<file path="src/rtl/ipr_pkg.sv">
// Constants, carriers and helpers for the interrupt priority register bank.
// Assumes a single 10 MHz clock domain and a plain one-cycle register port.
package ipr_pkg;

	localparam int NUM_REGS    = 5;
	localparam int FLD_PER_REG = 4;
	localparam int SRC_NUM     = 20;
	localparam int FLD_W       = 3;
	localparam int FLD_STRIDE  = 4;
	localparam int DATA_W      = 16;
	localparam int ADDR_W      = 3;
	localparam int SRC_W       = 5;
	localparam int CLK_HZ      = 10000000;

	// Slot 3 sits in bits 14-12, slot 0 in bits 2-0
	localparam int SLOT_HI = 3;
	localparam int SLOT_MH = 2;
	localparam int SLOT_ML = 1;
	localparam int SLOT_LO = 0;

	typedef logic [FLD_W-1:0] ipr_prio_t;
	typedef logic [SRC_NUM-1:0][FLD_W-1:0] ipr_prio_vec_t;

	localparam ipr_prio_t PRIO_OFF   = 3'h0;
	localparam ipr_prio_t PRIO_MIN   = 3'h1;
	localparam ipr_prio_t PRIO_MAX   = 3'h7;
	localparam ipr_prio_t PRIO_RESET = 3'h4;

	localparam logic [DATA_W-1:0] IMPL_MASK  = 16'h7777;
	localparam logic [DATA_W-1:0] RESET_WORD = 16'h4444;

	localparam logic [ADDR_W-1:0] ADDR_CRYPTO_SPI    = 3'h0;
	localparam logic [ADDR_W-1:0] ADDR_CAPTURE_DMA   = 3'h1;
	localparam logic [ADDR_W-1:0] ADDR_TIMER_COMPARE = 3'h2;
	localparam logic [ADDR_W-1:0] ADDR_TIMER_PARPORT = 3'h3;
	localparam logic [ADDR_W-1:0] ADDR_TIMER_I2C     = 3'h4;

	// Source index is register index times four plus slot
	localparam logic [SRC_W-1:0] SRC_SERIAL2_GENERAL     = 5'h00;
	localparam logic [SRC_W-1:0] SRC_SERIAL2_TRANSMIT    = 5'h01;
	localparam logic [SRC_W-1:0] SRC_CRYPTO_BUFFER_FREE  = 5'h02;
	localparam logic [SRC_W-1:0] SRC_CRYPTO_ROLLOVER     = 5'h03;
	localparam logic [SRC_W-1:0] SRC_DMA_CHANNEL3        = 5'h04;
	localparam logic [SRC_W-1:0] SRC_CAPTURE3            = 5'h05;
	localparam logic [SRC_W-1:0] SRC_CAPTURE4            = 5'h06;
	localparam logic [SRC_W-1:0] SRC_CAPTURE5            = 5'h07;
	localparam logic [SRC_W-1:0] SRC_CAPTURE6            = 5'h08;
	localparam logic [SRC_W-1:0] SRC_COMPARE5            = 5'h09;
	localparam logic [SRC_W-1:0] SRC_COMPARE6            = 5'h0a;
	localparam logic [SRC_W-1:0] SRC_CC_TIMER3           = 5'h0b;
	localparam logic [SRC_W-1:0] SRC_CC_TIMER4           = 5'h0c;
	localparam logic [SRC_W-1:0] SRC_PARALLEL_PORT       = 5'h0d;
	localparam logic [SRC_W-1:0] SRC_DMA_CHANNEL4        = 5'h0e;
	localparam logic [SRC_W-1:0] SRC_CC_TIMER5           = 5'h0f;
	localparam logic [SRC_W-1:0] SRC_CC_TIMER6           = 5'h10;
	localparam logic [SRC_W-1:0] SRC_I2C2_SLAVE_EVENT    = 5'h11;
	localparam logic [SRC_W-1:0] SRC_I2C2_MASTER_EVENT   = 5'h12;
	localparam logic [SRC_W-1:0] SRC_CC_TIMER7           = 5'h13;

	typedef struct packed {
		logic              wr;
		logic              rd;
		logic [ADDR_W-1:0] addr;
		logic [DATA_W-1:0] wdata;
	} ipr_bus_s;

	typedef struct packed {
		logic             valid;
		ipr_prio_t        level;
		logic [SRC_W-1:0] src;
	} ipr_grant_s;

	typedef struct packed {
		ipr_prio_vec_t       prio;
		logic [DATA_W-1:0]   rdata;
		ipr_grant_s          grant;
		logic [NUM_REGS-1:0] touched;
	} ipr_state_s;

	localparam ipr_state_s RST_STATE = '{
		prio:    {SRC_NUM{PRIO_RESET}},
		rdata:   '0,
		grant:   '0,
		touched: '0
	};

	function automatic int fld_lsb(input int slot);
		return slot * FLD_STRIDE;
	endfunction

	function automatic logic [SRC_W-1:0] src_index(input logic [ADDR_W-1:0] a, input int slot);
		return SRC_W'(int'(a) * FLD_PER_REG + slot);
	endfunction

endpackage

</file>
<file path="src/rtl/ipr_arb.sv">
// Priority arbiter: picks the pending, enabled source with the highest level.
// Assumes pending flags already combine flag and enable; purely combinational.
`timescale 1ns/1ns
`default_nettype none

module ipr_arb
(
	input  wire ipr_pkg::ipr_prio_vec_t          prio_i,
	input  wire logic [ipr_pkg::SRC_NUM-1:0]     pending_i,
	output ipr_pkg::ipr_grant_s                  grant_o
);

	// Strict compare: on equal levels the lower source index keeps the grant
	always_comb
	begin
		grant_o = '0;
		for (int i = 0; i < ipr_pkg::SRC_NUM; i++)
		begin
			if (pending_i[i] && prio_i[i] != ipr_pkg::PRIO_OFF
				&& prio_i[i] > grant_o.level)
			begin
				grant_o.valid = 1'b1;
				grant_o.level = prio_i[i];
				grant_o.src   = ipr_pkg::SRC_W'(i);
			end
		end
	end

endmodule

`default_nettype wire

</file>
<file path="src/rtl/ipr_prio_regs.sv">
// Five 16-bit interrupt priority registers with twenty 3-bit fields,
// a register port and the arbitration that the fields steer.
// Assumes one 10 MHz clock and pending flags from logic on that clock.
`timescale 1ns/1ns
`default_nettype none

module ipr_prio_regs
(
	input  wire logic                          clk_i,
	input  wire logic                          arst_n_i,
	input  wire ipr_pkg::ipr_bus_s             bus_i,
	input  wire logic [ipr_pkg::SRC_NUM-1:0]   pending_i,
	output logic [ipr_pkg::DATA_W-1:0]         rdata_o,
	output ipr_pkg::ipr_prio_vec_t             prio_o,
	output ipr_pkg::ipr_grant_s                grant_o
);

	ipr_pkg::ipr_state_s cur;
	ipr_pkg::ipr_state_s next_cur;
	ipr_pkg::ipr_grant_s arb_grant;
	logic                addr_ok;

	function automatic logic [ipr_pkg::DATA_W-1:0] read_word
	(
		input ipr_pkg::ipr_prio_vec_t          p,
		input logic [ipr_pkg::ADDR_W-1:0]      a
	);
		logic [ipr_pkg::DATA_W-1:0] w;
		w = '0;
		for (int s = 0; s < ipr_pkg::FLD_PER_REG; s++)
		begin
			w[ipr_pkg::fld_lsb(s) +: ipr_pkg::FLD_W] = p[ipr_pkg::src_index(a, s)];
		end
		return w;
	endfunction

	assign addr_ok = bus_i.addr < ipr_pkg::ADDR_W'(ipr_pkg::NUM_REGS);

	// Arbitration looks at the registered fields, never the bus data
	ipr_arb u_arb
	(
		.prio_i    (cur.prio),
		.pending_i (pending_i),
		.grant_o   (arb_grant)
	);

	always_comb
	begin
		next_cur = cur;
		// Read data live for exactly one cycle after the strobe
		next_cur.rdata = '0;
		if (bus_i.rd && addr_ok)
		begin
			next_cur.rdata = read_word(cur.prio, bus_i.addr);
		end
		// Unmapped writes fall through; reserved bits are never stored
		if (bus_i.wr && addr_ok)
		begin
			for (int s = 0; s < ipr_pkg::FLD_PER_REG; s++)
			begin
				next_cur.prio[ipr_pkg::src_index(bus_i.addr, s)] =
					bus_i.wdata[ipr_pkg::fld_lsb(s) +: ipr_pkg::FLD_W];
			end
			next_cur.touched[bus_i.addr] = 1'b1;
		end
		next_cur.grant = arb_grant;
	end

	always_ff @(posedge clk_i or negedge arst_n_i)
	begin
		if (!arst_n_i)
		begin
			cur <= ipr_pkg::RST_STATE;
		end
		else
		begin
			cur <= next_cur;
		end
	end

	assign rdata_o = cur.rdata;
	assign prio_o  = cur.prio;
	assign grant_o = cur.grant;

	// Helper terms read only by the checks below
	logic any_enabled;
	logic any_top;
	logic only_min;
	logic any_higher;

	always_comb
	begin
		any_enabled = 1'b0;
		any_top     = 1'b0;
		only_min    = 1'b1;
		any_higher  = 1'b0;
		for (int i = 0; i < ipr_pkg::SRC_NUM; i++)
		begin
			if (pending_i[i] && cur.prio[i] != ipr_pkg::PRIO_OFF)
			begin
				any_enabled = 1'b1;
				if (cur.prio[i] == ipr_pkg::PRIO_MAX)
				begin
					any_top = 1'b1;
				end
				if (cur.prio[i] != ipr_pkg::PRIO_MIN)
				begin
					only_min = 1'b0;
				end
				if (cur.prio[i] > arb_grant.level)
				begin
					any_higher = 1'b1;
				end
			end
		end
		only_min = only_min && any_enabled;
	end
endmodule

`default_nettype wire

</file>
<file path="config.mk">
export PLATFORM = sky130hd
export DESIGN_NAME = ipr_prio_regs
export DESIGN_NICKNAME = d
export VERILOG_FILES = /design/src/rtl/ipr_pkg.sv /design/src/rtl/ipr_arb.sv /design/src/rtl/ipr_prio_regs.sv
export SDC_FILE = /design/constraint.sdc
export NUM_CORES = 1
export LEC_CHECK = 0
export BUFFER_PORTS_ARGS = -buffer_cell sky130_fd_sc_hd__buf_2
export CELL_PAD_IN_SITES_DETAIL_PLACEMENT = 1
export CELL_PAD_IN_SITES_GLOBAL_PLACEMENT = 2
export CORE_MARGIN = 2
export CORE_UTILIZATION = 30
export DETAILED_ROUTE_END_ITERATION = 7
export PLACE_DENSITY_LB_ADDON = 0.1
export SLEW_MARGIN = 20
export SYNTH_ARGS = -nofsm -noshare
export SYNTH_HDL_FRONTEND = slang
export SYNTH_SLANG_ARGS = --single-unit
export TNS_END_PERCENT = 30
</file>
<file path="constraint.sdc">
create_clock -name clk_i -period 26.3 [get_ports clk_i]
set_clock_uncertainty 0.2 [all_clocks]
set_input_delay 5.26 -clock clk_i [delete_from_list [all_inputs] [get_ports clk_i]]
set_output_delay 5.26 -clock clk_i [all_outputs]
set_load 0.02 [all_outputs]
</file>
### Word-level counts from Yosys, hierarchy flattened

Cells that the tools add are included.

* add/sub/neg operators: 3
* $lt $le $gt $ge: 29
* mux-type cells: 41
* reduce and logical (&&, ||, !) cells: 66

Operators by type and width (number)
* $bwmux 60: 4
* $mux 9: 20
* $reduce_bool 3->1: 20
* $gt 3x3->1: 19
* $logic_and 1x1->1: 46
* $bmux 3 s5: 3
* $demux 3 s5: 3
* $lt 5x6->1 const B: 4
* $mux 3: 8
* $ge 5x1->1 const B: 4
* $mux 15: 1
* $add 5x2->5 const B: 2
* $bmux 3 s3: 1
* $demux 3 s3: 1
* $add 5x1->5 const B: 1
* $gt 3x1->1 const B: 1
* $lt 3x3->1 const B: 1

* register bits: 84
* output and inout port bits: 85

### Longest topological paths before layout

Gate-level depths: netlist of run 1.

* depth after elaboration: 61
* gate-level depth with buffers: 143
* gate-level depth less buffers: 142

### Modules after synthesis

A second synthesis of run 1 with hierarchy kept.

* cells, all modules: 707
* area total of the unflattened synthesis: 6480.0 µm²

By module, submodules not included
* ipr_prio_regs: times used 1, cells each 250, area each 3475.8 µm²
* ipr_arb: times used 1, cells each 457, area each 3004.1 µm²

### Worst setup path before layout of run 1

No wires, ideal clock.

* path kind: input to register
* start point: input port pending_i[0] (netlist bit)
* end point: register cur (netlist bit grant_o[8])
* library setup time: 0.132 ns
* data arrival time: 28.839 ns
* path slack: -2.871 ns
* stages on the path: 136
* cells stage by stage: nand2_1 -> ha_1 -> or2_1 -> o211a_1 -> buf_6 -> nand2_1 -> o21ai_0 -> ha_1 -> nor2_1 -> a21boi_2 -> o311ai_0 -> a211o_1 -> mux2i_1 -> inv_1 -> ha_1 -> nor2_1 -> nand2_1 -> a211oi_1 -> [... 100 more ...] -> nor2_1 -> o21ai_0 -> a221oi_4 -> mux2_1 -> o21ai_2 -> inv_1 -> ha_1 -> nand3_1 -> o311ai_0 -> a21oi_1 -> mux2_2 -> ha_1 -> nor2b_1 -> o21a_1 -> o21ai_1 -> nor2b_1 -> nand2b_1 -> nand3b_1

RTL lines
* start: declaration: RTL line ipr_prio_regs.sv:12 `input wire logic [ipr_pkg::SRC_NUM-1:0] pending_i,`
* end signal: assignment: RTL line ipr_prio_regs.sv:73 `cur <= ipr_pkg::RST_STATE;`
* end signal: assignment: RTL line ipr_prio_regs.sv:77 `cur <= next_cur;`
* end: declaration: RTL line ipr_prio_regs.sv:18 `ipr_pkg::ipr_state_s cur;`

==> results.sh, run 1 <==
export IMPL_grt_pass1_vias=7373
export IMPL_synth_cell_types=86
export IMPL_synth_area_um2=6402
export IMPL_grt_pass1_wl_mm=41.68
export IMPL_clk_insertion_delay_late_ns=0.33
export IMPL_drive_gt1_share_pct=51.99
export IMPL_firstDrtPassIters=4
export IMPL_nFillCells=2477
export IMPL_violations="setup timing"
export IMPL_critPathLaunchType="primary input"
export IMPL_clk_pin_slew_ns=0.06
export IMPL_period_needed_ns=27.88
export IMPL_fin_util_pct=47.20
export IMPL_hpwl_mm=21.07
export IMPL_track_usage_pct=24.36
export IMPL_cp_data_arrival_time_ns=27.86
export IMPL_syn_area_per_cell_um2=8.652
export IMPL_ys_seq_area_share_pct=32.05
export IMPL_htreeDepth=3
export IMPL_via_count=7124
export IMPL_vdd_drop_max_uv=51.85
export IMPL_regArea_um2=2052
export IMPL_cts_tree="yes"
export IMPL_wl_mm=28.04
export IMPL_drcViolationCount=0
export IMPL_synthTopCellsByArea="dfrtp_1 24%, dfstp_2 8.2%, mux2_2 7.6%, nand2_1 5.0%, ha_1 4.9%"
export IMPL_die_x_um=150.1
export IMPL_synth_top_area_share_pct=23.84
export IMPL_grt_max_degree=82
export IMPL_row_count=53
export IMPL_multi_input_comb_area_um2=5055
export IMPL_setup_ws_ns=-1.576
export IMPL_cp_data_required_time_ns=26.28
export IMPL_dieHeight_um=150.1
export IMPL_worstSetupPathType="in2reg"
export IMPL_relSlewSlack_pct=27.46
export IMPL_setup_violations_final=9
export IMPL_numPortBuffers=119
export IMPL_drtIter0Drc=363
export IMPL_critical_path_buf_inv_count=19
export IMPL_outcome="complete, but fails checks"
export IMPL_overflow=0
export IMPL_crit_family="compound AO/OA/AOI/OAI gates"
export IMPL_fmax_mhz=35.87
export IMPL_cts_root_buf="clkbuf_16"
export IMPL_place_gp_congestion=0.8277
export IMPL_powerDensity_nw_per_um2=146.5
export IMPL_core_um2=20960
export IMPL_timing_final_crit_share_pct=106.0
export IMPL_yosysWarnings=0
export IMPL_critPathLaunch="pending_i[0]"
export IMPL_cts_buffers=9
export IMPL_crit_fanout=4
export IMPL_worst_setup_path_end_kind="flip-flop"
export IMPL_die_area_um2=22530
export IMPL_leakage_nw=4.349
export IMPL_antenna_found_initial=0
export IMPL_worstReg2RegStart="prio_o[1]$_DFFE_PN0P_"
export IMPL_hold_start="prio_o[59]$_DFFE_PN1P_"
export IMPL_ys_async_sr_fraction_pct=100.0
export IMPL_finalHoldViolCount=0
export IMPL_area_growth_pct=54.49
export IMPL_maxSlewViolCount=0
export IMPL_antennaDiodeCount=0
export IMPL_initial_core_util_pct=30.55
export IMPL_via_per_inst=5.463
export IMPL_drv_cap=0
export IMPL_synth_top_area_cell="dfrtp_1"
export IMPL_syn_inst=740
export IMPL_clock_sinks=81
export IMPL_critPathSlowestCell="a221oi_4"
export IMPL_clk_path_buf_depth=2
export IMPL_synth_edf_count=0
export IMPL_ant_nets=0
export IMPL_worst_path_most_repeated_cell="ha_4"
export IMPL_critPathMaxStageDelay_ns=0.45
export IMPL_dpl_cell_area_um2=8284
export IMPL_synth_seq_cells=81
export IMPL_final_area_um2=9891
export IMPL_tightest_slew_ns=1.082
export IMPL_num_io_pins=128
export IMPL_fin_nets=1092
export IMPL_wl_per_cell_um=21.50
export IMPL_synthFlopType="dfrtp_1"
export IMPL_hold_class="reg2reg"
export IMPL_rsz0062_at_grt="true"
stage by stage:
step           setup WS [ns]  cells  power, mW  hold slack (ns)  setup TNS, ns
2_1_floorplan         -1.185    743     0.6600           0.3551         -8.983
3_3_place_gp          -2.112   1205     0.9359           0.3395         -17.55
3_5_place_dp          -2.909   1205     0.9655           0.3529         -24.72
4_1_cts               -1.442   1279      1.275           0.3611         -11.99
5_1_grt               -2.774   1304      1.542           0.4077         -24.01
6_report              -1.576   1304      1.449           0.3769         -13.18
power by group:
| group | internal, mW | switching (mW) | leakage, nW |
|---|---|---|---|
| combinational | 0.575 | 0.530 | 3.25 |
| sequential | 0.160 | 0.0564 | 0.956 |
| clock | 0.0790 | 0.0488 | 0.147 |
placed cells by master (no fill, tap or decap), types with 12 or more instances in the layout:
master   count
buf_4      164
buf_2      117
nand2_1     77
dfrtp_1     61
nor2_1      43
o21ai_0     42
mux2_2      42
inv_1       38
a21oi_1     29
dfstp_2     20
nand3_1     19
ha_4        19
o21a_1      15
a21oi_2     13
buf_6       13
nor2_2      12
path summary, 6_finish.rpt:
| path | to | depth (start not counted) | slack, ns |
|---|---|---|---|
| min in group asynchronous | prio_o[9]$_DFFE_PN0P_ | 1 | 4.77 |
| worst max-delay path | grant_o[8]$_DFF_PN0_ | 143 | -1.58 |
| worst min register to register | prio_o[59]$_DFFE_PN1P_ | 2 | 0.38 |
| max in group asynchronous | prio_o[43]$_DFFE_PN0P_ | 1 | 20.62 |
| worst max register to register | grant_o[8]$_DFF_PN0_ | 142 | 2.82 |
| worst min-delay path | prio_o[59]$_DFFE_PN1P_ | 2 | 0.38 |
synthesized netlist by cell type, types with 4 or more instances:
| master | n |
|---|---|
| ha_1 | 25 |
| nand3_1 | 23 |
| o22ai_1 | 6 |
| a21boi_0 | 6 |
| nand4_1 | 6 |
| nand2b_1 | 9 |
| nor3_1 | 14 |
| o21ai_1 | 4 |
| mux4_2 | 4 |
| o21a_1 | 16 |
| mux2_2 | 43 |
| o21ai_0 | 56 |
| a31oi_1 | 13 |
| buf_4 | 4 |
| o31ai_1 | 7 |
| clkbuf_1 | 17 |
| a211oi_1 | 7 |
| o211ai_1 | 11 |
| and2_1 | 13 |
| nor2b_1 | 7 |
| dfstp_2 | 20 |
| a22oi_1 | 6 |
| a21o_1 | 7 |
| dfrtp_1 | 61 |
| nor2_1 | 65 |
| mux2i_1 | 8 |
| a22o_1 | 4 |
| nand2_1 | 86 |
| maj3_1 | 5 |
| o21bai_1 | 4 |
| inv_1 | 41 |
| o221ai_1 | 7 |
| a21oi_1 | 41 |
layout make-up:
cell class	count	share of cell area, %
clock inverters	2	0.3922
multi-input cells	596	51.11
flip-flops and latches	81	20.75
well taps	275	3.479
clock buffers	14	2.669
repair buffers	295	20.05
inverters	41	1.556
tightest hold or removal path: cells and delay by family, from the launching register on:
kind            cells  cell delay, ns
buf+inv             1            0.08
flops               1            0.41
compound gates      1            0.08
layer usage:
layer | global-route usage (%) | vias to the layer above | part of all wire [%]
met3 | 3.780 | 43 | 4.6
met2 | 41.26 | 170 | 49
li1 | - | 3336 | -
met4 | 7.358 | 0 | 2.2
met1 | 31.97 | 3575 | 44
met5 | 0 | - | 0
kinds of logic after synthesis:
logic type	synth area share (%)
other cells	0.05857
fa+ha+maj	5.667
simple gates	18.29
mux	10.40
buf+inv	4.221
flops	32.05
compound gates	29.31
timing repair:
action                     CTS  global route
hold buffers                 0             0
pin swaps                   93            65
buffers inserted            58            25
setup endpoints to repair    9             9
resized for setup           55            66
hold endpoints to repair     0             0
state kept, by name, summed over array words and instances, names as in the netlist:
signal   cells
grant_o      9
prio_o      60
rdata_o     12
Note: power is estimated with default switching activity, not from simulation.
==> run 2, diff against run 1 <==
CELL_PAD_IN_SITES_DETAIL_PLACEMENT = 0   (was 1)
CELL_PAD_IN_SITES_GLOBAL_PLACEMENT = 1   (was 2)
CORE_UTILIZATION = 38   (was 30)
GPL_TIMING_DRIVEN = 0   (was default)
==> run 2 against run 1 <==
Effect of this change: sequential cell count unchanged; sequential power decreased by 4%; via count decreased by 1.7%; sequential share of layout area is 1.3 points higher; critical path type unchanged; largest power group unchanged; global-route usage increased by 3.0 points; register-to-register slack improved by 0.26 ns; clock power increased by 5%; non-clock buffer count down 44; the flow still finishes with violations (setup timing); critical path depth is 3 lower.
==> results.sh, run 2 (same netlist as run 1, synthesis figures left out) <==
export IMPL_outcome="complete, but fails checks"
export IMPL_violations="setup timing"
export IMPL_r2r_slack_ns=3.08
export IMPL_relSlewSlack_pct=22.23
export IMPL_maxSlewViolCount=0
export IMPL_finalHoldViolCount=0
export IMPL_die_x_um=133.8
export IMPL_finalPower_mw=1.319
export IMPL_via_count=7003
export IMPL_clk_insertion_delay_late_ns=0.33
export IMPL_crit_family="compound AO/OA/AOI/OAI gates"
export IMPL_layout_commonest_cell="buf_2"
export IMPL_leakage_nw=4.052
export IMPL_cts_tree="yes"
export IMPL_grt_pass1_wl_mm=37.45
export IMPL_drcViolationCount=0
export IMPL_cp_data_arrival_time_ns=27.60
export IMPL_drv_cap=0
export IMPL_drtIter0Drc=479
export IMPL_worst_setup_path_end_kind="flip-flop"
export IMPL_powerDensity_nw_per_um2=141.7
export IMPL_hold_end="prio_o[59]$_DFFE_PN1P_"
export IMPL_rsz0062_at_grt="true"
export IMPL_via_per_inst=5.816
export IMPL_period_needed_ns=27.61
export IMPL_grt_max_degree=48
export IMPL_track_usage_pct=27.37
export IMPL_antenna_found_initial=0
export IMPL_dp_cells=1081
export IMPL_row_count=47
export IMPL_core_um2=16520
export IMPL_tightest_slew_ns=1.160
export IMPL_final_cell_mix="115 x buf_2, 113 x buf_4, 79 x nand2_1"
export IMPL_num_io_pins=128
export IMPL_critPathSlowestCell="a221oi_4"
export IMPL_worstSetupPathType="in2reg"
export IMPL_vdd_drop_max_uv=94.00
export IMPL_setup_violations_final=9
export IMPL_crit_fanout=5
export IMPL_fin_util_pct=56.33
export IMPL_fmax_mhz=36.22
export IMPL_area_growth_pct=45.40
export IMPL_setup_ws_ns=-1.312
export IMPL_cts_root_buf="clkbuf_16"
export IMPL_post_place_ws_ns=-4.110
export IMPL_hold_start="prio_o[59]$_DFFE_PN1P_"
export IMPL_htreeDepth=3
export IMPL_fin_nets=1048
export IMPL_firstDrtPassIters=5
export IMPL_clk_path_buf_depth=2
export IMPL_critPathLaunchType="primary input"
export IMPL_reg2reg_depth=138
export IMPL_min_delay_path_depth=2
export IMPL_fin_cells=1204
export IMPL_timing_final_crit_share_pct=105.0
export IMPL_overflow=0
export IMPL_rr_endpoint="grant_o[8]$_DFF_PN0_"
export IMPL_worstReg2RegStart="prio_o[2]$_DFFE_PN1P_"
export IMPL_dieHeight_um=133.8
export IMPL_cp_data_required_time_ns=26.29
export IMPL_clock_sinks=81
export IMPL_drive_gt1_share_pct=46.65
export IMPL_largest_reg_flops=60
export IMPL_antennaDiodeCount=0
export IMPL_postCtsHoldBufs=0
export IMPL_critical_path_buf_inv_count=8
export IMPL_grt_pass1_vias=6691
export IMPL_cts_buffers=9
export IMPL_nFillCells=1581
export IMPL_ant_nets=0
export IMPL_numPortBuffers=117
export IMPL_wl_per_cell_um=21.04
export IMPL_worst_path_most_repeated_cell="ha_4"
export IMPL_initial_core_util_pct=38.74
export IMPL_critPathMaxStageDelay_ns=0.45
export IMPL_place_gp_congestion=0.8972
export IMPL_hpwl_mm=18.77
export IMPL_hold_class="reg2reg"
export IMPL_wl_mm=25.33
export IMPL_die_area_um2=17900
export IMPL_clk_pin_slew_ns=0.06
run 2: cell count changes in the layout (fill, tap and decap cells not counted), moves of 3 or more:
cell | before | now
nor2_1 | 43 | 46
nand2_2 | 6 | 3
nor2_2 | 12 | 8
buf_4 | 164 | 113
buf_1 | 0 | 3
buf_6 | 13 | 1
clkbuf_1 | 3 | 18
run 2: power breakdown:
group | leakage (nW) | total (mW) | switching, mW | internal [mW]
Sequential | 0.956 | 0.208 | 0.0483 | 0.160
Combinational | 2.94 | 0.978 | 0.492 | 0.485
Clock | 0.152 | 0.134 | 0.0483 | 0.0855
run 2: worst max path at each step:
| stage | start | end | slack, ns | cells after the start |
|---|---|---|---|---|
| floorplan | pending_i[0] | grant_o[8]$_DFF_PN0_ | -1.18 | 137 |
| global placement | pending_i[0] | grant_o[8]$_DFF_PN0_ | -3.74 | 135 |
| CTS | pending_i[0] | grant_o[8]$_DFF_PN0_ | -1.22 | 139 |
| detailed placement | pending_i[0] | grant_o[8]$_DFF_PN0_ | -4.11 | 137 |
| finish | pending_i[0] | grant_o[8]$_DFF_PN0_ | -1.31 | 140 |
| global route | pending_i[0] | grant_o[8]$_DFF_PN0_ | -2.38 | 139 |
run 2: cell type report:
| cell class | instances | area, um2 | area share, % |
|---|---|---|---|
| buffer | 25 | 116.4 | 1.250 |
| clock buffer | 11 | 242.7 | 2.608 |
| clock inverter | 4 | 76.32 | 0.8199 |
| inverter | 41 | 153.9 | 1.653 |
| multi-input combinational | 596 | 4951 | 53.19 |
| sequential | 81 | 2052 | 22.04 |
| tap | 220 | 275.3 | 2.957 |
| timing repair buffer | 226 | 1441 | 15.48 |
run 2: metrics by stage:
stage | area [um2] | hold WS, ns | TNS (ns)
after floorplan | 6755 | 0.3551 | -8.983
after global placement | 7616 | 0.3392 | -31.24
after detailed placement | 7651 | 0.3480 | -34.71
after CTS | 8959 | 0.3561 | -9.893
after global routing | 9309 | 0.3942 | -20.47
final | 9309 | 0.3528 | -10.72
run 2: worst reg2reg max path, delay by kind of cell, from the launching register on:
kind / cells / cell delay (ns)
and+or+nand+nor: 42 / 3.99
AOI/OAI and AO/OA: 64 / 10.70
DFF: 1 / 0.64
buffers and inverters: 7 / 0.76
adders and majority gates: 22 / 5.77
muxes: 3 / 0.99
run 2: timing repair:
item / 4_1_cts / 5_1_grt
setup buffers: 85 / 23
pin swaps: 101 / 60
resized for setup: 63 / 31
setup endpoints to repair: 9 / 9
run 2: layer usage:
metal  up-vias  track usage [%]  routed length (um)
li1       3237                -                   -
met4         0            9.338                 669
met3        41            2.532                1222
met5         -                0                   0
met1      3501            38.74               11610
met2       224            44.02               11830
